===== config.mk =====
export PLATFORM = sky130hd
export DESIGN_NAME = adc_acq_ctrl
export DESIGN_NICKNAME = d
export VERILOG_FILES = /design/src/adc_acq_pkg.sv /design/src/adc_acq_ctrl.sv
export SDC_FILE = /design/constraint.sdc
export NUM_CORES = 2
export LEC_CHECK = 0
export BUFFER_PORTS_ARGS = -buffer_cell sky130_fd_sc_hd__buf_2
export CORE_MARGIN = 5
export CORE_UTILIZATION = 35
export DETAILED_ROUTE_END_ITERATION = 10
export PLACE_DENSITY_LB_ADDON = 0.1
export SYNTH_ARGS = -nofsm -noshare
export SYNTH_HDL_FRONTEND = slang
export SYNTH_SLANG_ARGS = --single-unit

===== constraint.sdc =====
create_clock -name clk_sys -period 5 [get_ports clk_sys]
set_input_delay 0.25 -clock clk_sys [delete_from_list [all_inputs] [get_ports clk_sys]]
set_output_delay 0.25 -clock clk_sys [all_outputs]
set_load 0.01 [all_outputs]

===== src/adc_acq_pkg.sv =====
`default_nettype none
package adc_acq_pkg;
  // clock and rate limits
  localparam int CLK_HZ = 250_000_000;
  localparam int CONT_MAX_HZ = 30_000;
  localparam int N_MAX_HZ = 200_000;
  localparam int SYNC_MAX_HZ = 2_000;
  localparam int CONT_MIN_CYC = (CLK_HZ + CONT_MAX_HZ - 1) / CONT_MAX_HZ;
  localparam int N_MIN_CYC = (CLK_HZ + N_MAX_HZ - 1) / N_MAX_HZ;
  localparam int SYNC_MIN_CYC = (CLK_HZ + SYNC_MAX_HZ - 1) / SYNC_MAX_HZ;
  // sample buffer depth in words
  localparam logic [24:0] BUF_DEPTH = 25'h1c9c380;
  localparam logic [2:0] LAST_CH = 3'h7;
  // register word indices
  localparam logic [4:0] REG_CTRL = 5'h00;
  localparam logic [4:0] REG_MODE = 5'h01;
  localparam logic [4:0] REG_PERIOD = 5'h02;
  localparam logic [4:0] REG_NCOUNT = 5'h03;
  localparam logic [4:0] REG_DELAY = 5'h04;
  localparam logic [4:0] REG_THR = 5'h05;
  localparam logic [4:0] REG_FRAME = 5'h06;
  localparam logic [4:0] REG_DOUT = 5'h07;
  localparam logic [4:0] REG_STATUS = 5'h08;
  localparam logic [4:0] REG_LIVE0 = 5'h09;
  localparam logic [4:0] REG_LATCH0 = 5'h0e;
  localparam logic [4:0] REG_LAST = 5'h12;
  // control command bits
  localparam int CTRL_START = 0;
  localparam int CTRL_STOP = 1;
  localparam int CTRL_XFER = 2;
  localparam int CTRL_CLR_ERR = 3;
  // mode field positions
  localparam int MODE_SRC = 0;
  localparam int MODE_EVT = 2;
  localparam int MODE_THR = 4;
  localparam int MODE_NMODE = 6;
  localparam int MODE_PINCNT = 7;
  localparam int MODE_SYNC = 8;
  localparam int MODE_LATCH = 9;
  localparam int MODE_CH = 10;
  localparam int MODE_W = 13;
  // frame selection bits and status error bit
  localparam int FR_AI = 0;
  localparam int FR_DIO = 1;
  localparam int FR_LS = 2;
  localparam int FR_HS = 3;
  localparam int STATUS_ERR = 8;
  // emitter slots
  localparam logic [2:0] SLOT_DIO = 3'h1;
  localparam logic [2:0] SLOT_LS_LAST = 3'h5;
  localparam logic [2:0] SLOT_HS = 3'h6;
  // enumerations
  typedef enum logic [1:0] {SRC_SW = 2'h0, SRC_EVENT = 2'h1, SRC_THR = 2'h2, SRC_EXTCLK = 2'h3} src_t;
  typedef enum logic [1:0] {EVT_PRE = 2'h0, EVT_POST = 2'h1, EVT_DELAY = 2'h2, EVT_RSVD = 2'h3} evt_t;
  typedef enum logic [1:0] {THR_ABOVE = 2'h0, THR_BELOW = 2'h1, THR_LEAVE = 2'h2, THR_ENTER = 2'h3} thr_t;
  typedef enum logic [5:0] {
    ST_IDLE = 6'h01, ST_ARMED = 6'h02, ST_WAIT = 6'h04,
    ST_RUN = 6'h08, ST_DONE = 6'h10, ST_XFER = 6'h20
  } state_t;
endpackage : adc_acq_pkg
`default_nettype wire


===== src/adc_acq_ctrl.sv =====
// Function
// RULE1 - continuous mode streams samples, 30 kHz max
// RULE2 - n-sample mode buffers until transfer command
// RULE3 - buffer holds thirty million samples
// RULE4 - acquisition begins only on start command
// RULE5 - falling trigger edge starts n samples
// RULE6 - one conversion per external clock fall
// RULE7 - pre-trigger hands buffered n samples over
// RULE8 - post-trigger captures only after trigger edge
// RULE9 - delay-trigger waits programmed delay, then captures
// RULE10 - capture when channel rises above high
// RULE11 - capture when channel falls below low
// RULE12 - capture when channel leaves band
// RULE13 - capture when channel enters band
// RULE14 - latch all counters at each sample point
// RULE15 - live counters readable at any time
// RULE16 - high-speed counter counts trigger pin
// RULE17 - counter use of pin blocks external modes
// RULE18 - sync frames carry host-selected input mix
// RULE19 - sync frame sampling limited to 2 kHz
// RULE20 - triggers ignored during capture until restart
// RULE21 - outside pulses meet minimum low width
// RULE22 - counters 32 bits wide
//
// The address map and register access over Avalon-MM were left to the implementer.
`timescale 1ns/1ns
`default_nettype none
module adc_acq_ctrl #(
  parameter int CONT_MIN = adc_acq_pkg::CONT_MIN_CYC,
  parameter int NMODE_MIN = adc_acq_pkg::N_MIN_CYC,
  parameter int SYNC_MIN = adc_acq_pkg::SYNC_MIN_CYC
) (
  // clock and reset
  input wire logic clk_sys,
  input wire logic srst,
  // avalon-mm slave
  input wire logic [4:0] avs_address,
  input wire logic avs_read,
  input wire logic avs_write,
  input wire logic [31:0] avs_writedata,
  output logic [31:0] avs_readdata,
  output logic avs_waitrequest,
  // pins
  input wire logic trig_pin,
  input wire logic [3:0] di_pin,
  output logic [3:0] do_pin,
  // converter
  output logic adc_start,
  input wire logic adc_valid,
  input wire logic [15:0] adc_data,
  // sample memory
  output logic mem_we,
  output logic mem_re,
  output logic [24:0] mem_addr,
  output logic [15:0] mem_wdata,
  input wire logic [15:0] mem_rdata,
  input wire logic mem_rvalid,
  // host stream
  output logic st_valid,
  output logic [31:0] st_data
);
  adc_acq_pkg::state_t state_q, state_d;
  logic [31:0] readdata_q, period_q, ncount_q, delay_q, dly_cnt_q, per_cnt_q, scans_q;
  logic wait_q, err_q, adc_start_q, mem_we_q, mem_re_q, st_valid_q;
  logic [adc_acq_pkg::MODE_W-1:0] mode_q;
  logic [15:0] thr_hi_q, thr_lo_q, mem_wdata_q;
  logic [3:0] frame_q, do_q, di_s1_q, di_s2_q, di_s3_q;
  logic trig_s1_q, trig_s2_q, trig_s3_q;
  logic [31:0] ls_cnt_q [0:3];
  logic [31:0] ls_lat_q [0:3];
  logic [31:0] hs_cnt_q, hs_lat_q, st_data_q;
  logic [24:0] wptr_q, rptr_q, rd_left_q, run_words_q, mem_addr_q;
  logic [2:0] ai_idx_q, emit_q;
  logic prev_ok_q, prev_above_q, prev_below_q;

  // bus decode, access completes one cycle after it is raised
  wire bus_go = (avs_read | avs_write) & wait_q;
  wire wr_go = avs_write & ~wait_q;
  wire ctrl_wr = wr_go & (avs_address == adc_acq_pkg::REG_CTRL);
  wire start_cmd = ctrl_wr & avs_writedata[adc_acq_pkg::CTRL_START];
  wire stop_cmd = ctrl_wr & avs_writedata[adc_acq_pkg::CTRL_STOP];
  wire xfer_cmd = ctrl_wr & avs_writedata[adc_acq_pkg::CTRL_XFER];
  wire clr_err = ctrl_wr & avs_writedata[adc_acq_pkg::CTRL_CLR_ERR];

  // mode fields
  wire [1:0] src = mode_q[adc_acq_pkg::MODE_SRC +: 2];
  wire [1:0] evt = mode_q[adc_acq_pkg::MODE_EVT +: 2];
  wire [1:0] thr = mode_q[adc_acq_pkg::MODE_THR +: 2];
  wire n_mode = mode_q[adc_acq_pkg::MODE_NMODE];
  wire pin_cnt = mode_q[adc_acq_pkg::MODE_PINCNT];
  wire sync_fr = mode_q[adc_acq_pkg::MODE_SYNC];
  wire latch_en = mode_q[adc_acq_pkg::MODE_LATCH];
  wire [2:0] thr_ch = mode_q[adc_acq_pkg::MODE_CH +: 3];
  wire is_ext = (src == adc_acq_pkg::SRC_EXTCLK);
  wire is_evt = (src == adc_acq_pkg::SRC_EVENT);
  wire is_pre = is_evt & (evt == adc_acq_pkg::EVT_PRE);
  wire st_idle = (state_q == adc_acq_pkg::ST_IDLE);
  wire st_armed = (state_q == adc_acq_pkg::ST_ARMED);
  wire st_run = (state_q == adc_acq_pkg::ST_RUN);
  wire st_xfer = (state_q == adc_acq_pkg::ST_XFER);

  // RULE17 refuse pin modes
  wire ext_blocked = pin_cnt & (is_evt | is_ext);
  wire refused = start_cmd & st_idle & ext_blocked;

  // RULE21 edge after synchroniser
  wire trig_fall = trig_s3_q & ~trig_s2_q;
  wire [3:0] di_rise = di_s2_q & ~di_s3_q;

  // RULE19 rate floor per mode
  wire [31:0] min_cyc = sync_fr ? 32'(SYNC_MIN) : (n_mode ? 32'(NMODE_MIN) : 32'(CONT_MIN));
  wire [31:0] eff_per = (period_q > min_cyc) ? period_q : min_cyc;

  // paced sampling, pre and threshold also sample while armed
  wire pace_on = ~is_ext & (st_run | (st_armed & (is_pre | src == adc_acq_pkg::SRC_THR)));
  wire tick = pace_on & (per_cnt_q == 32'h0);
  // RULE6 one start per fall
  wire ext_tick = is_ext & st_run & ~pin_cnt & trig_fall;
  wire start_now = tick | ext_tick;

  // threshold evaluation on the selected channel
  wire sel_smp = adc_valid & (ai_idx_q == thr_ch);
  wire above = $signed(adc_data) > $signed(thr_hi_q);
  wire below = $signed(adc_data) < $signed(thr_lo_q);
  wire prev_in = ~prev_above_q & ~prev_below_q;
  wire now_in = ~above & ~below;
  // RULE10 rise above high
  wire hit_above = above & ~prev_above_q;
  // RULE11 fall below low
  wire hit_below = below & ~prev_below_q;
  // RULE12 band exit
  wire hit_leave = prev_in & ~now_in;
  // RULE13 band entry
  wire hit_enter = ~prev_in & now_in;
  wire thr_sel = (thr == adc_acq_pkg::THR_ABOVE) ? hit_above :
                 (thr == adc_acq_pkg::THR_BELOW) ? hit_below :
                 (thr == adc_acq_pkg::THR_LEAVE) ? hit_leave : hit_enter;
  wire thr_hit = sel_smp & prev_ok_q & thr_sel;
  // RULE5 falling edge trigger
  wire evt_hit = is_evt & ~pin_cnt & trig_fall;
  // RULE20 triggers only while armed
  wire trig_hit = st_armed & ((src == adc_acq_pkg::SRC_THR) ? thr_hit : evt_hit);

  // scan bookkeeping
  wire scan_end = adc_valid & (ai_idx_q == adc_acq_pkg::LAST_CH);
  wire n_reached = st_run & n_mode & ~is_ext & scan_end & (scans_q + 32'h1 >= ncount_q);
  wire [24:0] nwords = {ncount_q[21:0], 3'h0};
  wire [24:0] pre_base = (wptr_q >= nwords) ? wptr_q - nwords : wptr_q + adc_acq_pkg::BUF_DEPTH - nwords;
  // RULE3 circular buffer wrap
  wire [24:0] wptr_nx = (wptr_q == adc_acq_pkg::BUF_DEPTH - 25'h1) ? 25'h0 : wptr_q + 25'h1;
  wire [24:0] rptr_nx = (rptr_q == adc_acq_pkg::BUF_DEPTH - 25'h1) ? 25'h0 : rptr_q + 25'h1;
  // RULE2 store while buffering
  wire buf_wr = adc_valid & n_mode & (st_run | (st_armed & is_pre));
  wire rd_issue = st_xfer & (rd_left_q != 25'h0);

  // RULE1 direct streaming when continuous
  wire ai_live = st_run & ~n_mode & adc_valid;
  // RULE18 frame content selection
  wire ai_fwd = ai_live & (~sync_fr | frame_q[adc_acq_pkg::FR_AI]);
  wire emit_on = emit_q != 3'h0;
  wire emit_ls = (emit_q > adc_acq_pkg::SLOT_DIO) & (emit_q <= adc_acq_pkg::SLOT_LS_LAST);
  wire [1:0] ls_idx = 2'(emit_q - 3'h2);
  wire emit_fire = (emit_q == adc_acq_pkg::SLOT_DIO) ? frame_q[adc_acq_pkg::FR_DIO] :
                   emit_ls ? frame_q[adc_acq_pkg::FR_LS] :
                   (emit_q == adc_acq_pkg::SLOT_HS) ? frame_q[adc_acq_pkg::FR_HS] : 1'b0;
  wire [31:0] emit_word = (emit_q == adc_acq_pkg::SLOT_DIO) ? {24'h0, do_q, di_s2_q} :
                          emit_ls ? ls_lat_q[ls_idx] : hs_lat_q;
  wire st_vld_d = mem_rvalid | ai_fwd | emit_fire;
  wire [31:0] st_dat_d = mem_rvalid ? {16'h0, mem_rdata} :
                         ai_fwd ? {13'h0, ai_idx_q, adc_data} : emit_word;

  // read map, unmapped words read zero
  wire [31:0] rmap [0:18];
  assign rmap[0] = 32'h0;
  assign rmap[1] = {19'h0, mode_q};
  assign rmap[2] = period_q;
  assign rmap[3] = ncount_q;
  assign rmap[4] = delay_q;
  assign rmap[5] = {thr_hi_q, thr_lo_q};
  assign rmap[6] = {28'h0, frame_q};
  assign rmap[7] = {28'h0, do_q};
  assign rmap[8] = {23'h0, err_q, 2'h0, state_q};
  // RULE15 live counter reads
  assign rmap[9] = ls_cnt_q[0];
  assign rmap[10] = ls_cnt_q[1];
  assign rmap[11] = ls_cnt_q[2];
  assign rmap[12] = ls_cnt_q[3];
  assign rmap[13] = hs_cnt_q;
  assign rmap[14] = ls_lat_q[0];
  assign rmap[15] = ls_lat_q[1];
  assign rmap[16] = ls_lat_q[2];
  assign rmap[17] = ls_lat_q[3];
  assign rmap[18] = hs_lat_q;
  wire [31:0] rd_mux = (avs_address <= adc_acq_pkg::REG_LAST) ? rmap[avs_address] : 32'h0;

  // next state
  always_comb begin
    state_d = state_q;
    unique case (state_q)
      adc_acq_pkg::ST_IDLE: begin
        // RULE4 start command needed
        if (start_cmd & ~ext_blocked) begin
          state_d = (src == adc_acq_pkg::SRC_SW || is_ext) ? adc_acq_pkg::ST_RUN : adc_acq_pkg::ST_ARMED;
        end
      end
      adc_acq_pkg::ST_ARMED: begin
        if (stop_cmd) begin
          state_d = adc_acq_pkg::ST_IDLE;
        end else if (trig_hit) begin
          // RULE7 pre hands over
          if (is_pre) begin
            state_d = adc_acq_pkg::ST_DONE;
          // RULE9 delay first
          end else if (is_evt && evt == adc_acq_pkg::EVT_DELAY) begin
            state_d = adc_acq_pkg::ST_WAIT;
          // RULE8 post starts now
          end else begin
            state_d = adc_acq_pkg::ST_RUN;
          end
        end
      end
      adc_acq_pkg::ST_WAIT: begin
        if (stop_cmd) begin
          state_d = adc_acq_pkg::ST_IDLE;
        end else if (dly_cnt_q == 32'h0) begin
          state_d = adc_acq_pkg::ST_RUN;
        end
      end
      adc_acq_pkg::ST_RUN: begin
        if (n_reached | stop_cmd) begin
          state_d = n_mode ? adc_acq_pkg::ST_DONE : adc_acq_pkg::ST_IDLE;
        end
      end
      adc_acq_pkg::ST_DONE: begin
        if (xfer_cmd) begin
          state_d = adc_acq_pkg::ST_XFER;
        end else if (stop_cmd) begin
          state_d = adc_acq_pkg::ST_IDLE;
        end
      end
      adc_acq_pkg::ST_XFER: begin
        if ((rd_left_q == 25'h1) | stop_cmd) begin
          state_d = adc_acq_pkg::ST_IDLE;
        end
      end
      default: state_d = adc_acq_pkg::ST_IDLE;
    endcase
  end

  // bus slave and configuration
  always_ff @(posedge clk_sys) begin
    if (srst) begin
      wait_q <= 1'b1;
      readdata_q <= 32'h0;
      mode_q <= '0;
      period_q <= 32'h0;
      ncount_q <= 32'h1;
      delay_q <= 32'h0;
      thr_hi_q <= 16'h0;
      thr_lo_q <= 16'h0;
      frame_q <= 4'h1;
      do_q <= 4'h0;
    end else begin
      wait_q <= ~(avs_read | avs_write) | ~wait_q;
      if (bus_go) begin
        readdata_q <= avs_read ? rd_mux : 32'h0;
      end
      if (wr_go && avs_address == adc_acq_pkg::REG_MODE) mode_q <= avs_writedata[adc_acq_pkg::MODE_W-1:0];
      if (wr_go && avs_address == adc_acq_pkg::REG_PERIOD) period_q <= avs_writedata;
      if (wr_go && avs_address == adc_acq_pkg::REG_NCOUNT) ncount_q <= avs_writedata;
      if (wr_go && avs_address == adc_acq_pkg::REG_DELAY) delay_q <= avs_writedata;
      if (wr_go && avs_address == adc_acq_pkg::REG_THR) begin
        thr_hi_q <= avs_writedata[31:16];
        thr_lo_q <= avs_writedata[15:0];
      end
      if (wr_go && avs_address == adc_acq_pkg::REG_FRAME) frame_q <= avs_writedata[3:0];
      if (wr_go && avs_address == adc_acq_pkg::REG_DOUT) do_q <= avs_writedata[3:0];
    end
  end

  // pin synchronisers
  always_ff @(posedge clk_sys) begin
    if (srst) begin
      {trig_s1_q, trig_s2_q, trig_s3_q} <= 3'h7;
      di_s1_q <= 4'h0;
      di_s2_q <= 4'h0;
      di_s3_q <= 4'h0;
    end else begin
      {trig_s1_q, trig_s2_q, trig_s3_q} <= {trig_pin, trig_s1_q, trig_s2_q};
      di_s1_q <= di_pin;
      di_s2_q <= di_s1_q;
      di_s3_q <= di_s2_q;
    end
  end

  // RULE22 32-bit low-speed counters
  for (genvar i = 0; i < 4; i++) begin : g_ls
    always_ff @(posedge clk_sys) begin
      if (srst) begin
        ls_cnt_q[i] <= 32'h0;
        ls_lat_q[i] <= 32'h0;
      end else begin
        if (di_rise[i]) ls_cnt_q[i] <= ls_cnt_q[i] + 32'h1;
        // RULE14 latch at sample point
        if (start_now & latch_en) ls_lat_q[i] <= ls_cnt_q[i];
      end
    end
  end

  // RULE16 high-speed counter on trigger pin
  always_ff @(posedge clk_sys) begin
    if (srst) begin
      hs_cnt_q <= 32'h0;
      hs_lat_q <= 32'h0;
    end else begin
      if (pin_cnt & trig_fall) hs_cnt_q <= hs_cnt_q + 32'h1;
      // RULE14 latch with samples
      if (start_now & latch_en) hs_lat_q <= hs_cnt_q;
    end
  end

  // sequencing, pacing and threshold history
  always_ff @(posedge clk_sys) begin
    if (srst) begin
      state_q <= adc_acq_pkg::ST_IDLE;
      err_q <= 1'b0;
      per_cnt_q <= 32'h0;
      dly_cnt_q <= 32'h0;
      scans_q <= 32'h0;
      ai_idx_q <= 3'h0;
      adc_start_q <= 1'b0;
      prev_ok_q <= 1'b0;
      prev_above_q <= 1'b0;
      prev_below_q <= 1'b0;
    end else begin
      state_q <= state_d;
      err_q <= refused | (err_q & ~clr_err);
      adc_start_q <= start_now;
      per_cnt_q <= ~pace_on ? 32'h0 : (tick ? eff_per - 32'h1 : per_cnt_q - 32'h1);
      // RULE9 delay countdown
      dly_cnt_q <= (trig_hit & st_armed) ? delay_q : (dly_cnt_q != 32'h0 ? dly_cnt_q - 32'h1 : 32'h0);
      if (st_idle) ai_idx_q <= 3'h0;
      else if (adc_valid) ai_idx_q <= ai_idx_q + 3'h1;
      if (~st_run) scans_q <= 32'h0;
      else if (scan_end) scans_q <= scans_q + 32'h1;
      if (~st_armed) prev_ok_q <= 1'b0;
      else if (sel_smp) prev_ok_q <= 1'b1;
      if (sel_smp) begin
        prev_above_q <= above;
        prev_below_q <= below;
      end
    end
  end

  // memory access and host stream
  always_ff @(posedge clk_sys) begin
    if (srst) begin
      wptr_q <= 25'h0;
      rptr_q <= 25'h0;
      rd_left_q <= 25'h0;
      run_words_q <= 25'h0;
      mem_we_q <= 1'b0;
      mem_re_q <= 1'b0;
      mem_addr_q <= 25'h0;
      mem_wdata_q <= 16'h0;
      st_valid_q <= 1'b0;
      st_data_q <= 32'h0;
      emit_q <= 3'h0;
    end else begin
      mem_we_q <= buf_wr;
      mem_re_q <= rd_issue;
      mem_wdata_q <= adc_data;
      if (buf_wr) begin
        mem_addr_q <= wptr_q;
        wptr_q <= wptr_nx;
      end else if (rd_issue) begin
        mem_addr_q <= rptr_q;
      end
      if (state_d == adc_acq_pkg::ST_RUN && !st_run) begin
        rptr_q <= wptr_q;
        run_words_q <= 25'h0;
      end else if (st_run & buf_wr) begin
        run_words_q <= run_words_q + 25'h1;
      end else if (trig_hit & is_pre) begin
        rptr_q <= pre_base;
      end else if (rd_issue) begin
        rptr_q <= rptr_nx;
      end
      // RULE2 release on transfer command
      if (xfer_cmd & (state_q == adc_acq_pkg::ST_DONE)) begin
        rd_left_q <= is_pre ? nwords : run_words_q;
      end else if (rd_issue) begin
        rd_left_q <= rd_left_q - 25'h1;
      end
      st_valid_q <= st_vld_d;
      st_data_q <= st_dat_d;
      // RULE18 extra frame words after scan
      if (ai_live & sync_fr & scan_end) emit_q <= adc_acq_pkg::SLOT_DIO;
      else if (emit_on) emit_q <= (emit_q == adc_acq_pkg::SLOT_HS) ? 3'h0 : emit_q + 3'h1;
    end
  end

  // outputs
  assign avs_readdata = readdata_q;
  assign avs_waitrequest = wait_q;
  assign do_pin = do_q;
  assign adc_start = adc_start_q;
  assign mem_we = mem_we_q;
  assign mem_re = mem_re_q;
  assign mem_addr = mem_addr_q;
  assign mem_wdata = mem_wdata_q;
  assign st_valid = st_valid_q;
  assign st_data = st_data_q;
endmodule : adc_acq_ctrl
`default_nettype wire


==> results.md <==
* Status: complete, no violations
* Worst-skew pair later-pin latency at 0.72 ns
* Clock tree sinks at 806
* Slew @ Worst Pin at 1.33 ns
* Grt total ovfl at 0
* Fill cells at 13173
* RSZ-0062 raised after global routing: false
* Final WL at 181000 um
* Clock-pin slew on the worst setup and hold paths at 0.06 ns
* Die ar. at 137000 um2
* Critical path launch point: scans_q[0]
* Final nets at 5570
* CTS resizes at 0
* Die Y-Extent at 371 um
* Relative slew slack at 0.114
* Internal reg-to-reg setup slack at 0.45 ns
* Worst Path Required at 5.57 ns
* Post-Place Cells at 6896
* Fin. max-slew vios at 0
* Detail Route Antenna Nets at 0
* Pin count of the biggest net entering global routing at 130
* Tmin final at 4.55 ns
* Vias in the first global route at 37913
* Pwr dens at 302 nW/um2
* CP Buf/Inv Count at 0
* Leakage at 20.0 nW
* Drt via density at 5.57
* Dpl ws at 0.519 ns
* Post-layout util at 0.407
* Clock Skews at 0.0297 ns
* Worst setup path class: flip-flop to flip-flop
* DRT Pass-1 Iters at 5
* Worst hold start: mem_rvalid
* Port Buffers at 193
* Cell Area, Synth at 45600 um2
* Post-route insts no fill at 7155
* RR Startpoint: scans_q[0]
* Worst setup SP type: flip-flop
* Main synth FF type: dfxtp_1
* First-pass GRT wire length at 264000 um
* Total nets after synthesis at 5399
* # IOs at 194
* Post-DP HPWL at 132000 um
* Num CTS Buffers at 98
* Final hold viol count at 0
* Max frequency at 0.220 GHz
* Root Buffer: clkbuf_16
* Peak VDD IR at 0.241 mV
* Final WS setup at 0.450 ns
* Core area at 129000 um2
* Hold Path Class: input pin to flip-flop
* CTS HTree Levels at 3
* # Post-CTS Setup Buffers at 0
* Die X at 371 um
* Ratio of cells with drive above 1 in the final layout at 0.124
* Critical-path top delay cell: dfxtp_1
* Post-Synthesis Cells at 5156
* Initial detailed-routing violation count at 3796
* Delay-heaviest family, CP: simple AND/OR/NAND/NOR gates
* Crit-path max FO at 5
* TritonCTS clock tree: built
* Post-synth ARST share at 0
* Area grow syn2layout at 15.6%
* Starting Density at 0.352
* Total number of vias at 39880
* DR DRC count at 0
* Final setup fails at 0
* Syn_area_per_cell at 8.84 um2
* Total Neg Setup Slack at 0 ns
* Post-synth EDFFs at 256
* Longest Clk Path Bufs at 3
* Max incr delay on CP at 0.42 ns
* Seq cells post-synth at 806
* Crit share post-route at 0.910
* CP Cell Sequence: ha_1 > nand3_1 > nor4_1 > nor2b_1 > nand3_1 > nor3_1 > and3_1 > and3_1 > nand3_1 > xnor2_1 > ha_1 > a21o_1 > a21oi_1 > o21ai_0 > nor4_1 > a22o_1 > mux2i_1 > o2111ai_1
* Final GP Congestion at 0.906
* Top cell by count, worst path: nand3_1
* Yosys cell types at 99
* CP arrival at 5.12 ns
* Total number of yosys warnings at 0
* Post-CTS Hold Fix Bufs at 73
* GRT Util Overall at 0.256
* Worst setup EP type: flip-flop
* Post-synthesis sequential area ratio at 0.410
* MaxCap Viol Count at 0
* Initial antenna violation count at 6
* Average wire per standard cell at 25.3 um
* Row count at 132
## final timing paths
check | cells past startpoint | end
setup reg to reg | 18 | state_q[0]
setup / recovery | 18 | state_q[0]
hold / removal | 3 | st_data[7]
hold reg to reg | 1 | di_s2_q[3]
## synth_stat cells (all sizes together) (12+ instances only)
library cell | number | area, um2
or3 | 52 | 325
and3 | 200 | 1250
or2 | 17 | 106
nand4 | 65 | 422
nand2b | 31 | 194
mux4 | 79 | 1780
dfxtp | 550 | 11000
xor2 | 188 | 1650
edfxtp | 256 | 7690
a31oi | 22 | 144
inv | 178 | 668
a211o | 18 | 158
a21o | 29 | 218
mux2i | 108 | 1080
a22oi | 81 | 608
nor2 | 566 | 2130
a21oi | 406 | 2030
mux2 | 37 | 417
nor3b | 13 | 103
fa | 12 | 240
and4 | 29 | 254
nand2 | 689 | 2590
a211oi | 37 | 293
and2 | 23 | 144
nor2b | 57 | 357
clkbuf | 276 | 1040
buf | 48 | 236
xnor2 | 146 | 1280
nor4 | 49 | 373
nand3 | 160 | 801
o21ai | 130 | 651
a311oi | 53 | 482
a22o | 37 | 324
o211ai | 29 | 218
o22ai | 64 | 400
nor3 | 115 | 596
ha | 151 | 1890
## placed cells by master (no fill, tap or decap), types with 55 or more instances in the layout
cell type      netlist  layout
a21oi_1            406     403
a22oi_1             81      81
and3_1             200     200
buf_2               15     190
buf_4                4     125
clkbuf_16            0     100
dfxtp_1            550     547
dlygate4sd3_1        0      73
edfxtp_1           256     256
ha_1               151     151
inv_1              177     176
mux2i_1            108     108
mux4_2              79      79
nand2_1            688     687
nand3_1            160     160
nand4_1             64      64
nor2_1             565     563
nor2b_1             57      55
nor3_1             111     110
o21ai_0            127     126
o22ai_1             64      64
xnor2_1            146     145
xor2_1             188     187
## tightest hold or removal path, cell delays in order
cell and delay, ns:
buf_2 0.31, a21oi_1 0.21, nor2_1 0.05
## metal layers
| layer | global-route usage | share of wire |
|---|---|---|
| met5 | 0 | 0.000072 |
| met2 | 0.407 | 0.45 |
| met1 | 0.350 | 0.44 |
| met3 | 0.0345 | 0.061 |
| met4 | 0.112 | 0.050 |
## cell families (layout without fill, tap and decap cells)
kind of cell    after synthesis  after routing  synth area share
fa+ha+maj                   163            163            0.0467
xor+xnor                    334            334            0.0642
other cells                   0              4                 0
compound gates             1025           1025             0.146
mux                         224            224            0.0719
flops                       806            806             0.410
buf+inv                     503            756            0.0427
simple gates               2101           2101             0.218
## final cells by class
type                       count  area [um2]  area share
multi-input combinational   3847       25100       0.476
sequential                   806       18700       0.355
clock buffer                 147        2940      0.0559
timing repair buffer         395        2740      0.0520
tap                         1742        2180      0.0414
inverter                     179         674      0.0128
clock inverter                35         377     0.00715
antenna                        4        10.0    0.000190
## state kept, by name, indices dropped and copies added (netlist names), 32 cells and up
name and count:
ncount_q 32, per_cnt_q 32, ls_cnt_q 128, st_data 32, ls_lat_q 128, dly_cnt_q 32
scans_q 32, avs_readdata 32, delay_q 32, period_q 32, hs_lat_q 32, hs_cnt_q 32
## where the power goes
group	internal (W)	switching, W	leakage [nW]	total (W)
sequential	0.00693	0.000200	7.11	0.00713
clock	0.00429	0.00308	1.64	0.00738
combinational	0.000557	0.000866	11.3	0.00142
## through the flow
step	instance area (um2)	hold slack (ns)	total power [W]
3_3_place_gp	48600	0.430	0.00863
2_1_floorplan	45600	0.354	0.00813
3_5_place_dp	48600	0.445	0.00864
5_1_grt	52700	0.133	0.0165
6_report	52700	0.156	0.0159
4_1_cts	52700	0.0928	0.0161
Power figures use the tool's default switching activity.
